**config.mk**
```make
export PLATFORM = sky130hd
export DESIGN_NAME = spm_device_flat
export DESIGN_NICKNAME = d
export VERILOG_FILES = /design/src/spm_pkg.sv /design/src/spm_if.sv /design/src/spm_device.sv /design/src/spm_op_timer.sv /design/src/flat_wrapper.sv
export SDC_FILE = /design/constraint.sdc
export NUM_CORES = 2
export LEC_CHECK = 0
export BUFFER_PORTS_ARGS = -buffer_cell sky130_fd_sc_hd__buf_2
export CAP_MARGIN = 10
export CORE_ASPECT_RATIO = 1.25
export CORE_MARGIN = 5
export CORE_UTILIZATION = 55
export CTS_CLUSTER_SIZE = 10
export DETAILED_ROUTE_END_ITERATION = 8
export GPL_ROUTABILITY_DRIVEN = 0
export HOLD_SLACK_MARGIN = 0.02
export PLACE_DENSITY = 0.72
export RECOVER_POWER = 25
export SYNTH_ARGS = -nofsm -noshare
export SYNTH_HDL_FRONTEND = slang
export SYNTH_SLANG_ARGS = --single-unit
```
**constraint.sdc**
```tcl
create_clock -name clock -period 3.1 [get_ports clock]
set_input_delay 0.155 -clock clock [delete_from_list [all_inputs] [get_ports clock]]
set_output_delay 0.155 -clock clock [all_outputs]
set_load 0.02 [all_outputs]
```
**src/spm_pkg.sv**
```systemverilog
package spm_pkg;
    // Operation time, ns as specified, cycles derived (least time rounds up)
    localparam int CLOCK_PERIOD_NS = 25;
    localparam int OP_TIME_MIN_NS  = 3_700_000;
    localparam int OP_TIME_MAX_NS  = 4_500_000;
    localparam int OP_CYCLES       = (OP_TIME_MIN_NS + CLOCK_PERIOD_NS - 1) / CLOCK_PERIOD_NS;
    localparam int OP_CNT_W        = 18;
    // Instruction windows after the control write, in cycles
    localparam logic [2:0] STORE_WINDOW = 3'h4;
    localparam logic [2:0] LOAD_WINDOW  = 3'h3;
    // Control register bit positions
    localparam int CTRL_IRQ_EN  = 7;
    localparam int CTRL_BUSY    = 6;
    localparam int CTRL_REEN    = 4;
    localparam int CTRL_LOCKSET = 3;
    localparam int CTRL_PGWRITE = 2;
    localparam int CTRL_PGERASE = 1;
    localparam int CTRL_ENABLE  = 0;
    // Command codes on control bits 5..0
    localparam logic [5:0] CMD_BUF_LOAD = 6'h01;
    localparam logic [5:0] CMD_ERASE    = 6'h03;
    localparam logic [5:0] CMD_WRITE    = 6'h05;
    localparam logic [5:0] CMD_LOCK     = 6'h09;
    localparam logic [5:0] CMD_REENABLE = 6'h11;
    // Pointer layout: byte address, word in page, page number
    localparam int WORD_LSB = 1;
    localparam int WORD_MSB = 6;
    localparam int PAGE_LSB = 7;
    localparam int PAGE_MSB = 15;
    localparam int PAGE_WORDS = 64;
    localparam logic [8:0]  BLOCKING_SECTION_FIRST_PAGE  = 9'h1c0;
    localparam logic [15:0] APP_RESET_VECTOR = 16'h0000;
    localparam logic [15:0] RB_FUSE_LOW  = 16'h0000;
    localparam logic [15:0] RB_LOCK      = 16'h0001;
    localparam logic [15:0] RB_FUSE_EXT  = 16'h0002;
    localparam logic [15:0] RB_FUSE_HIGH = 16'h0003;
    localparam logic [15:0] ERASED_WORD  = 16'hffff;
    localparam logic [7:0]  BLOCKED_BYTE = 8'hff;
    // Host register map (byte addresses)
    localparam logic [7:0] REG_POINTER  = 8'h00;
    localparam logic [7:0] REG_DATA     = 8'h04;
    localparam logic [7:0] REG_SEQUENCE = 8'h08;
    localparam logic [7:0] REG_STATUS   = 8'h0c;
    localparam int SEQ_STORE = 8;
    localparam int SEQ_LOAD  = 9;

    typedef enum logic [1:0] {NVM_IDLE = 2'h0, NVM_ERASE = 2'h1, NVM_WRITE = 2'h2, NVM_LOCK = 2'h3} nvm_op_type;

    function automatic logic [8:0] pageOf(input logic [15:0] ptr);
        return ptr[PAGE_MSB:PAGE_LSB];
    endfunction

    function automatic logic [5:0] wordOf(input logic [15:0] ptr);
        return ptr[WORD_MSB:WORD_LSB];
    endfunction
endpackage

```
**src/spm_if.sv**
```systemverilog
`timescale 1ns/1ps
`default_nettype none
interface spm_if;
    logic        ctrlWrite;
    logic [7:0]  ctrlValue;
    logic        storeReq;
    logic        loadReq;
    logic [15:0] pointer;
    logic [15:0] wordData;
    logic [7:0]  ctrlStatus;
    logic [7:0]  loadData;
    logic        loadValid;
    logic        cpuHalt;
    logic        spmIrq;

    modport device (input ctrlWrite, ctrlValue, storeReq, loadReq, pointer, wordData,
                    output ctrlStatus, loadData, loadValid, cpuHalt, spmIrq);
    modport host (output ctrlWrite, ctrlValue, storeReq, loadReq, pointer, wordData,
                  input ctrlStatus, loadData, loadValid, cpuHalt, spmIrq);
endinterface
`default_nettype wire

```
**src/spm_device.sv**
```systemverilog
// Implementation choices: the APB interface to the registers and the register addresses.
`timescale 1ns/1ps
`default_nettype none
module spm_device
    import spm_pkg::*;
#(
    parameter int          OP_CYCLES_P = OP_CYCLES,
    parameter logic [15:0] BOOT_START  = 16'h7000
) (
    input  wire logic        clock,
    input  wire logic        srst,
    input  wire logic        clockEnable,
    spm_if.device            cpu,
    input  wire logic        bootVectorFuse,
    input  wire logic [7:0]  fuseLowByte,
    input  wire logic [7:0]  fuseHighByte,
    input  wire logic [2:0]  fuseExtendedByte,
    input  wire logic [5:0]  lockBits,
    input  wire logic        eepromWriteActive,
    input  wire logic [15:0] flashReadWord,
    input  wire logic [5:0]  bufReadIndex,
    output logic [15:0]      bufReadWord,
    output logic [14:0]      flashReadAddr,
    output logic             nvmBusy,
    output nvm_op_type       nvmOpKind,
    output logic [8:0]       nvmPage,
    output logic [5:0]       nvmLockMask,
    output logic             readSectionBlocked,
    output logic [15:0]      resetVector
);
    typedef enum logic [2:0] {
        ST_IDLE    = 3'b001,
        ST_ARMED   = 3'b010,
        ST_OPERATE = 3'b100
    } dev_fsm_type;

    typedef struct packed {
        dev_fsm_type                  state;
        logic                         irqEn;
        logic                         sectionBusy;
        logic                         lockSet;
        logic                         pgWrite;
        logic                         pgErase;
        logic                         enable;
        logic [4:0]                   cmdHigh;
        logic [2:0]                   window;
        nvm_op_type                   opKind;
        logic [8:0]                   opPage;
        logic [5:0]                   lockMask;
        logic [PAGE_WORDS-1:0][15:0]  buffer;
        logic [PAGE_WORDS-1:0]        bufValid;
        logic                         readPending;
        logic                         readLsb;
        logic                         readBlocked;
        logic [14:0]                  readAddr;
        logic [7:0]                   loadData;
        logic                         loadValid;
        logic [15:0]                  bufWord;
        logic                         halt;
        logic                         blocked;
        logic                         irq;
        logic                         busy;
        logic                         vectorTaken;
        logic [15:0]                  vector;
    } dev_state_type;

    dev_state_type s_reg;
    dev_state_type s_next;
    logic          opDone;
    logic [5:0]    cmdCode;

    spm_op_timer #(.CYCLES(OP_CYCLES_P)) opTimer (
        .clock       (clock),
        .srst        (srst),
        .clockEnable (clockEnable),
        .start       (s_next.state == ST_OPERATE && s_reg.state != ST_OPERATE),
        .done        (opDone)
    );

    assign cmdCode = {s_reg.cmdHigh, s_reg.enable};

    always_comb begin
        s_next = s_reg;
        s_next.loadValid = 1'b0;
        // Boot vector chosen from the fuse in the first cycle after reset
        if (!s_reg.vectorTaken) begin
            s_next.vectorTaken = 1'b1;
            s_next.vector = bootVectorFuse ? APP_RESET_VECTOR : BOOT_START;
        end
        // Completion of a pending ordinary flash byte read
        if (s_reg.readPending) begin
            s_next.readPending = 1'b0;
            s_next.loadValid = 1'b1;
            if (s_reg.readBlocked) begin
                s_next.loadData = BLOCKED_BYTE;
            end else begin
                s_next.loadData = s_reg.readLsb ? flashReadWord[15:8] : flashReadWord[7:0];
            end
        end
        case (s_reg.state)
            ST_IDLE: begin
                // Writes during an EEPROM write cannot arm a sequence
                if (cpu.ctrlWrite) begin
                    s_next.irqEn = cpu.ctrlValue[CTRL_IRQ_EN];
                    if (cpu.ctrlValue[CTRL_ENABLE] && !eepromWriteActive) begin
                        s_next.enable = 1'b1;
                        s_next.lockSet = cpu.ctrlValue[CTRL_LOCKSET];
                        s_next.pgWrite = cpu.ctrlValue[CTRL_PGWRITE];
                        s_next.pgErase = cpu.ctrlValue[CTRL_PGERASE];
                        s_next.cmdHigh = cpu.ctrlValue[5:1];
                        s_next.window = '0;
                        s_next.state = ST_ARMED;
                    end
                end
            end
            ST_ARMED: begin
                s_next.window = s_reg.window + 1'b1;
                if (cpu.storeReq && !eepromWriteActive) begin
                    s_next.state = ST_IDLE;
                    s_next.enable = 1'b0;
                    s_next.lockSet = 1'b0;
                    s_next.pgWrite = 1'b0;
                    s_next.pgErase = 1'b0;
                    case (cmdCode)
                        CMD_BUF_LOAD: begin
                            // Second load of one slot simply overwrites it
                            s_next.buffer[wordOf(cpu.pointer)] = cpu.wordData;
                            s_next.bufValid[wordOf(cpu.pointer)] = 1'b1;
                        end
                        CMD_ERASE, CMD_WRITE: begin
                            s_next.opPage = pageOf(cpu.pointer);
                            s_next.opKind = (cmdCode == CMD_ERASE) ? NVM_ERASE : NVM_WRITE;
                            s_next.halt = pageOf(cpu.pointer) >= BLOCKING_SECTION_FIRST_PAGE;
                            s_next.blocked = 1'b1;
                            s_next.sectionBusy = 1'b1;
                            s_next.enable = 1'b1;
                            s_next.pgWrite = s_reg.pgWrite;
                            s_next.pgErase = s_reg.pgErase;
                            s_next.state = ST_OPERATE;
                        end
                        CMD_LOCK: begin
                            // Pointer ignored; no section is blocked
                            s_next.lockMask = ~cpu.wordData[5:0];
                            s_next.opKind = NVM_LOCK;
                            s_next.enable = 1'b1;
                            s_next.lockSet = 1'b1;
                            s_next.state = ST_OPERATE;
                        end
                        CMD_REENABLE: begin
                            s_next.sectionBusy = 1'b0;
                            s_next.bufValid = '0;
                        end
                        default: begin
                        end
                    endcase
                end else if (cpu.loadReq && s_reg.lockSet && s_reg.window < LOAD_WINDOW
                             && !eepromWriteActive) begin
                    s_next.loadValid = 1'b1;
                    case (cpu.pointer)
                        RB_FUSE_LOW:  s_next.loadData = fuseLowByte;
                        RB_LOCK:      s_next.loadData = {2'h3, lockBits};
                        RB_FUSE_EXT:  s_next.loadData = {5'h1f, fuseExtendedByte};
                        RB_FUSE_HIGH: s_next.loadData = fuseHighByte;
                        default:      s_next.loadData = BLOCKED_BYTE;
                    endcase
                    s_next.enable = 1'b0;
                    s_next.lockSet = 1'b0;
                    s_next.state = ST_IDLE;
                end else if (s_reg.window == STORE_WINDOW - 1'b1) begin
                    // Window expired: the whole sequence is dropped
                    s_next.enable = 1'b0;
                    s_next.lockSet = 1'b0;
                    s_next.pgWrite = 1'b0;
                    s_next.pgErase = 1'b0;
                    s_next.state = ST_IDLE;
                end
            end
            ST_OPERATE: begin
                if (cpu.ctrlWrite) begin
                    s_next.irqEn = cpu.ctrlValue[CTRL_IRQ_EN];
                end
                if (opDone) begin
                    s_next.enable = 1'b0;
                    s_next.lockSet = 1'b0;
                    s_next.pgWrite = 1'b0;
                    s_next.pgErase = 1'b0;
                    s_next.halt = 1'b0;
                    s_next.blocked = 1'b0;
                    s_next.opKind = NVM_IDLE;
                    if (s_reg.opKind == NVM_WRITE) begin
                        s_next.bufValid = '0;
                    end
                    s_next.state = ST_IDLE;
                end
            end
            default: begin
                s_next.state = ST_IDLE;
            end
        endcase
        // Ordinary load outside a readback sequence
        if (cpu.loadReq && !(s_reg.state == ST_ARMED && s_reg.lockSet)) begin
            s_next.readPending = 1'b1;
            s_next.readLsb = cpu.pointer[0];
            s_next.readAddr = cpu.pointer[15:1];
            s_next.readBlocked = s_reg.blocked && pageOf(cpu.pointer) < BLOCKING_SECTION_FIRST_PAGE;
        end
        // EEPROM write throws away a partly or fully loaded buffer
        if (eepromWriteActive && |s_reg.bufValid) begin
            s_next.bufValid = '0;
        end
        s_next.bufWord = s_reg.bufValid[bufReadIndex] ? s_reg.buffer[bufReadIndex] : ERASED_WORD;
        s_next.irq = s_next.irqEn && !s_next.enable;
        // Own flop so the busy output carries no decode glitch
        s_next.busy = (s_next.state == ST_OPERATE);
    end

    always_ff @(posedge clock) begin
        if (srst) begin
            s_reg <= '0;
            s_reg.state <= ST_IDLE;
            s_reg.vector <= APP_RESET_VECTOR;
            s_reg.bufWord <= ERASED_WORD;
        end else if (clockEnable) begin
            s_reg <= s_next;
        end
    end

    assign cpu.ctrlStatus = {s_reg.irqEn, s_reg.sectionBusy, 1'b0, 1'b0,
                             s_reg.lockSet, s_reg.pgWrite, s_reg.pgErase, s_reg.enable};
    assign cpu.loadData = s_reg.loadData;
    assign cpu.loadValid = s_reg.loadValid;
    assign cpu.cpuHalt = s_reg.halt;
    assign cpu.spmIrq = s_reg.irq;
    assign bufReadWord = s_reg.bufWord;
    assign flashReadAddr = s_reg.readAddr;
    assign nvmBusy = s_reg.busy;
    assign nvmOpKind = s_reg.opKind;
    assign nvmPage = s_reg.opPage;
    assign nvmLockMask = s_reg.lockMask;
    assign readSectionBlocked = s_reg.blocked;
    assign resetVector = s_reg.vector;
endmodule
`default_nettype wire

```
**src/spm_op_timer.sv**
```systemverilog
`timescale 1ns/1ps
`default_nettype none
module spm_op_timer
    import spm_pkg::*;
#(
    parameter int CYCLES = OP_CYCLES
) (
    input  wire logic clock,
    input  wire logic srst,
    input  wire logic clockEnable,
    input  wire logic start,
    output logic      done
);
    typedef struct packed {
        logic                run;
        logic [OP_CNT_W-1:0] count;
        logic                done;
    } timer_state_type;

    timer_state_type s_reg;
    timer_state_type s_next;

    always_comb begin
        s_next = s_reg;
        s_next.done = 1'b0;
        if (start) begin
            s_next.run = 1'b1;
            s_next.count = OP_CNT_W'(CYCLES - 1);
        end else if (s_reg.run) begin
            if (s_reg.count == '0) begin
                s_next.run = 1'b0;
                s_next.done = 1'b1;
            end else begin
                s_next.count = s_reg.count - 1'b1;
            end
        end
    end

    always_ff @(posedge clock) begin
        if (srst) begin
            s_reg <= '0;
        end else if (clockEnable) begin
            s_reg <= s_next;
        end
    end

    assign done = s_reg.done;
endmodule
`default_nettype wire

```
**src/flat_wrapper.sv**
```systemverilog
// flat-port wrapper written by rule: the top's interface ports become plain ports
module spm_device_flat import spm_pkg::*;
#(
    parameter int          OP_CYCLES_P = OP_CYCLES,
    parameter logic [15:0] BOOT_START  = 16'h7000
)
  (clock, srst, clockEnable, bootVectorFuse, fuseLowByte, fuseHighByte, fuseExtendedByte, lockBits, eepromWriteActive, flashReadWord, bufReadIndex, bufReadWord, flashReadAddr, nvmBusy, nvmOpKind, nvmPage, nvmLockMask, readSectionBlocked, resetVector, cpu_ctrlWrite, cpu_ctrlValue, cpu_storeReq, cpu_loadReq, cpu_pointer, cpu_wordData, cpu_ctrlStatus, cpu_loadData, cpu_loadValid, cpu_cpuHalt, cpu_spmIrq);
  spm_if cpu_i ();
  input  wire logic clock;
  input  wire logic srst;
  input  wire logic clockEnable;
  input  wire logic bootVectorFuse;
  input  wire logic [7:0] fuseLowByte;
  input  wire logic [7:0] fuseHighByte;
  input  wire logic [2:0] fuseExtendedByte;
  input  wire logic [5:0] lockBits;
  input  wire logic eepromWriteActive;
  input  wire logic [15:0] flashReadWord;
  input  wire logic [5:0] bufReadIndex;
  output logic [15:0] bufReadWord;
  output logic [14:0] flashReadAddr;
  output logic nvmBusy;
  output nvm_op_type nvmOpKind;
  output logic [8:0] nvmPage;
  output logic [5:0] nvmLockMask;
  output logic readSectionBlocked;
  output logic [15:0] resetVector;
  input wire logic [$bits(cpu_i.ctrlWrite)-1:0] cpu_ctrlWrite;
  input wire logic [$bits(cpu_i.ctrlValue)-1:0] cpu_ctrlValue;
  input wire logic [$bits(cpu_i.storeReq)-1:0] cpu_storeReq;
  input wire logic [$bits(cpu_i.loadReq)-1:0] cpu_loadReq;
  input wire logic [$bits(cpu_i.pointer)-1:0] cpu_pointer;
  input wire logic [$bits(cpu_i.wordData)-1:0] cpu_wordData;
  output wire logic [$bits(cpu_i.ctrlStatus)-1:0] cpu_ctrlStatus;
  output wire logic [$bits(cpu_i.loadData)-1:0] cpu_loadData;
  output wire logic [$bits(cpu_i.loadValid)-1:0] cpu_loadValid;
  output wire logic [$bits(cpu_i.cpuHalt)-1:0] cpu_cpuHalt;
  output wire logic [$bits(cpu_i.spmIrq)-1:0] cpu_spmIrq;
  assign cpu_i.ctrlWrite = cpu_ctrlWrite;
  assign cpu_i.ctrlValue = cpu_ctrlValue;
  assign cpu_i.storeReq = cpu_storeReq;
  assign cpu_i.loadReq = cpu_loadReq;
  assign cpu_i.pointer = cpu_pointer;
  assign cpu_i.wordData = cpu_wordData;
  assign cpu_ctrlStatus = cpu_i.ctrlStatus;
  assign cpu_loadData = cpu_i.loadData;
  assign cpu_loadValid = cpu_i.loadValid;
  assign cpu_cpuHalt = cpu_i.cpuHalt;
  assign cpu_spmIrq = cpu_i.spmIrq;
  spm_device #(.OP_CYCLES_P(OP_CYCLES_P), .BOOT_START(BOOT_START)) u_core (.clock(clock), .srst(srst), .clockEnable(clockEnable), .cpu(cpu_i), .bootVectorFuse(bootVectorFuse), .fuseLowByte(fuseLowByte), .fuseHighByte(fuseHighByte), .fuseExtendedByte(fuseExtendedByte), .lockBits(lockBits), .eepromWriteActive(eepromWriteActive), .flashReadWord(flashReadWord), .bufReadIndex(bufReadIndex), .bufReadWord(bufReadWord), .flashReadAddr(flashReadAddr), .nvmBusy(nvmBusy), .nvmOpKind(nvmOpKind), .nvmPage(nvmPage), .nvmLockMask(nvmLockMask), .readSectionBlocked(readSectionBlocked), .resetVector(resetVector));
endmodule
```
==> metrics.yaml <==
antenna_found_initial: 4
first_pass_iters: 7
grt_pass1_wl_um: 269600
skew_ps: 26.95
synth_area_um2: 54150
yosys_warnings: 0
ir_drop_v: 0.0004837
fp-row-count: 128
ys.flop_type: "dfxtp_1"
cp_max_fo: 43
cts-root-buf: "clkbuf_16"
grt_usage_pct: 31.94
post-place-ws_ps: 94.37
core-area_um2: 97690
cts_tree: "built"
setup_ws_ps: 108.4
syn_area_per_cell_um2: 8.561
p_per_area_nw_per_um2: 526.8
endpoint_kind: "flop"
finalHoldViolCount: 0
synth_edf_count: 0
cp-start-kind: "flop"
drive_above_1_share_pct: 14.95
max-clock-path-buffers: 3
grt_max_degree: 239
setup_viol: 0
numCtsBuffers: 138
vias: 48649
hold_ws_ps: 63.71
total_power_mw: 32.05
path_class: "reg -> reg"
drt_iter0_markers: 5630
placed_area_um2: 56500
finalWirelength_um: 175300
cp_cell_sequence: "or4b_4 > or3_4 > nor3_4 > buf_12 > nand2_1 > buf_4 > nand2_1 > a21oi_1"
yosys.area.top_type_share_pct: 44.03
drc: 0
post-route-cell-area_um2: 60840
cp.required_ps: 3670
yosysMostFrequentCell: "nand2_1"
r2r_slack_ps: 110
synth_common_cells: "nand2_1 (1292), dfxtp_1 (1191), a21oi_1 (874)"
critPathMostFrequentCell: "nand2_1"
r2r-start: "u_core.cpu.ctrlStatus[0]$_SDFFE_PP0P_"
vias_per_cell: 6.364
routedWlPerCell_um: 22.93
path_buf_inv: 2
ys_seq_elements: 1191
post-route-min-period_ps: 2992
fin_setup_tns_ps: 0
grt_pass1_vias: 46474
max_freq_mhz: 334.3
start_util_pct: 55.43
area_growth_pct: 12.35
synth_top_area_cell: "dfxtp_1"
drv_cap: 0
slowest_delay_ps: 610
dp_hpwl_um: 110600
clock_latency_ps: 760
power.leakage_nw: 21.29
netlist_instances: 6326
reg2regPathDepth: 8
dieArea_um2: 104900
cts_sinks: 1191
report.final.slew_viol_count: 0
cp_top_family: "simple AND/OR/NAND/NOR gates"
holdPathStages: 3
arrival_ps: 3560
worstHoldStart: "cpu_wordData[5]"
rsz0062_at_grt: "yes"
synth.area.top_cells: "dfxtp_1 (44%), nand2_1 (9.0%), a21oi_1 (8.1%)"
status: "finished clean"
synth_seq_area_share_pct: 44.03
worst_hold_path_type: "in -> reg"
pin_count: 180
die_x_um: 290.7
worst_pin_slew_ps: 1193
synthArstFlopShare_pct: 0
overflow: 0
slowest_stage: "or3_4"
synth_cell_type_count: 71
path_clk_slew_ps: 50
port_buffers: 163
antenna_left: 0
fin_crit_sh_pct: 96.50
relSlewSlack_pct: 20.46
htree_levels: 4
layout.nets: 6421
fp.dieH_um: 360.8
## cells by family after synthesis
logic type                 Yosys count  synth area share [%]
AOI/OAI and AO/OA                 1354                 14.84
xor gates and xnor gates             3               0.04853
adders and majority gates            3               0.06932
buffers and inverters              745                 6.467
DFF                               1191                 44.03
muxes                              510                 13.63
other                                1              0.006925
and+or+nand+nor                   2519                 20.92
## cell usage in the layout (no fill, tap or decap), drive strengths merged, types with 5 or more instances in the layout
master,n
nor3,93
and2,12
or3,11
nor2b,13
mux2,18
inv,21
a221oi,68
and3,15
nand3b,5
o21a,68
nand3,760
a211oi,14
a21oi,970
conb,15
dlygate4sd3,71
o22ai,7
nand4,17
a22oi,77
a2bb2oi,6
nor3b,9
dfxtp,1191
clkbuf,232
nand2b,17
or3b,6
nor2,214
nor4,35
buf,420
mux4,180
or2,12
o211ai,19
a31oi,22
o21ai,66
mux2i,312
o31ai,7
nand2,1292
## layout make-up
| cell class | instances | area (um^2) |
|---|---|---|
| inverter | 16 | 60.06 |
| multi-input combinational | 4404 | 26950 |
| tap | 1300 | 1627 |
| clock buffer | 151 | 3630 |
| antenna | 2 | 5.005 |
| sequential | 1191 | 23840 |
| clock inverter | 9 | 122.6 |
| fill | 8235 | 36850 |
| timing repair buffer | 572 | 4606 |
## timing repair
item	4_1_cts	5_1_grt
endpoints found under the setup margin	0	104
resized for setup	0	15
hold endpoints to repair	299	0
setup buffers	0	0
hold buffers	71	0
## worst max path at each step
stage                     endpoint                             startpoint  depth (start not counted)  slack, ps
after floorplan               flop         u_core.cmdCode[1]$_SDFFE_PP0P_                         10        620
after global placement        flop         u_core.cmdCode[1]$_SDFFE_PP0P_                          7        130
after detailed placement      flop         u_core.cmdCode[1]$_SDFFE_PP0P_                          7         90
after CTS                     flop         u_core.cmdCode[1]$_SDFFE_PP0P_                          7         40
after global routing          flop         u_core.cmdCode[1]$_SDFFE_PP0P_                          8         -8
final                         flop  u_core.cpu.ctrlStatus[0]$_SDFFE_PP0P_                          8        110
## worst reg2reg max path: stages, from the launching register on
cell and delay (ps):
dfxtp_1 420, or4b_4 500, or3_4 610, nor3_4 310
buf_12 260, nand2_1 270, buf_4 290, nand2_1 80
a21oi_1 60
## layer usage
layer | routed length [um] | up-vias | GRT usage, % | part of all wire, %
li1 | - | 22012 | - | -
met1 | 67140 | 23477 | 40.23 | 38
met2 | 81850 | 2673 | 52.17 | 47
met3 | 16420 | 485 | 6.637 | 9.4
met4 | 9909 | 2 | 16.41 | 5.7
met5 | 13 | - | 0 | 0.0074
## through the flow
step                utilization, %  instances
floorplan                        -       6340
global route                 62.28       7643
detailed placement           57.83       7412
global placement             57.83       7412
CTS                          62.40       7643
finish                       62.28       7645
## power breakdown
part           switching [mW]  internal (mW)  total (mW)
Sequential             0.0282           15.3        15.4
Combinational            1.64          0.667        2.31
Clock                    6.09           8.28        14.4
Note: power is estimated with default switching activity, not from simulation.
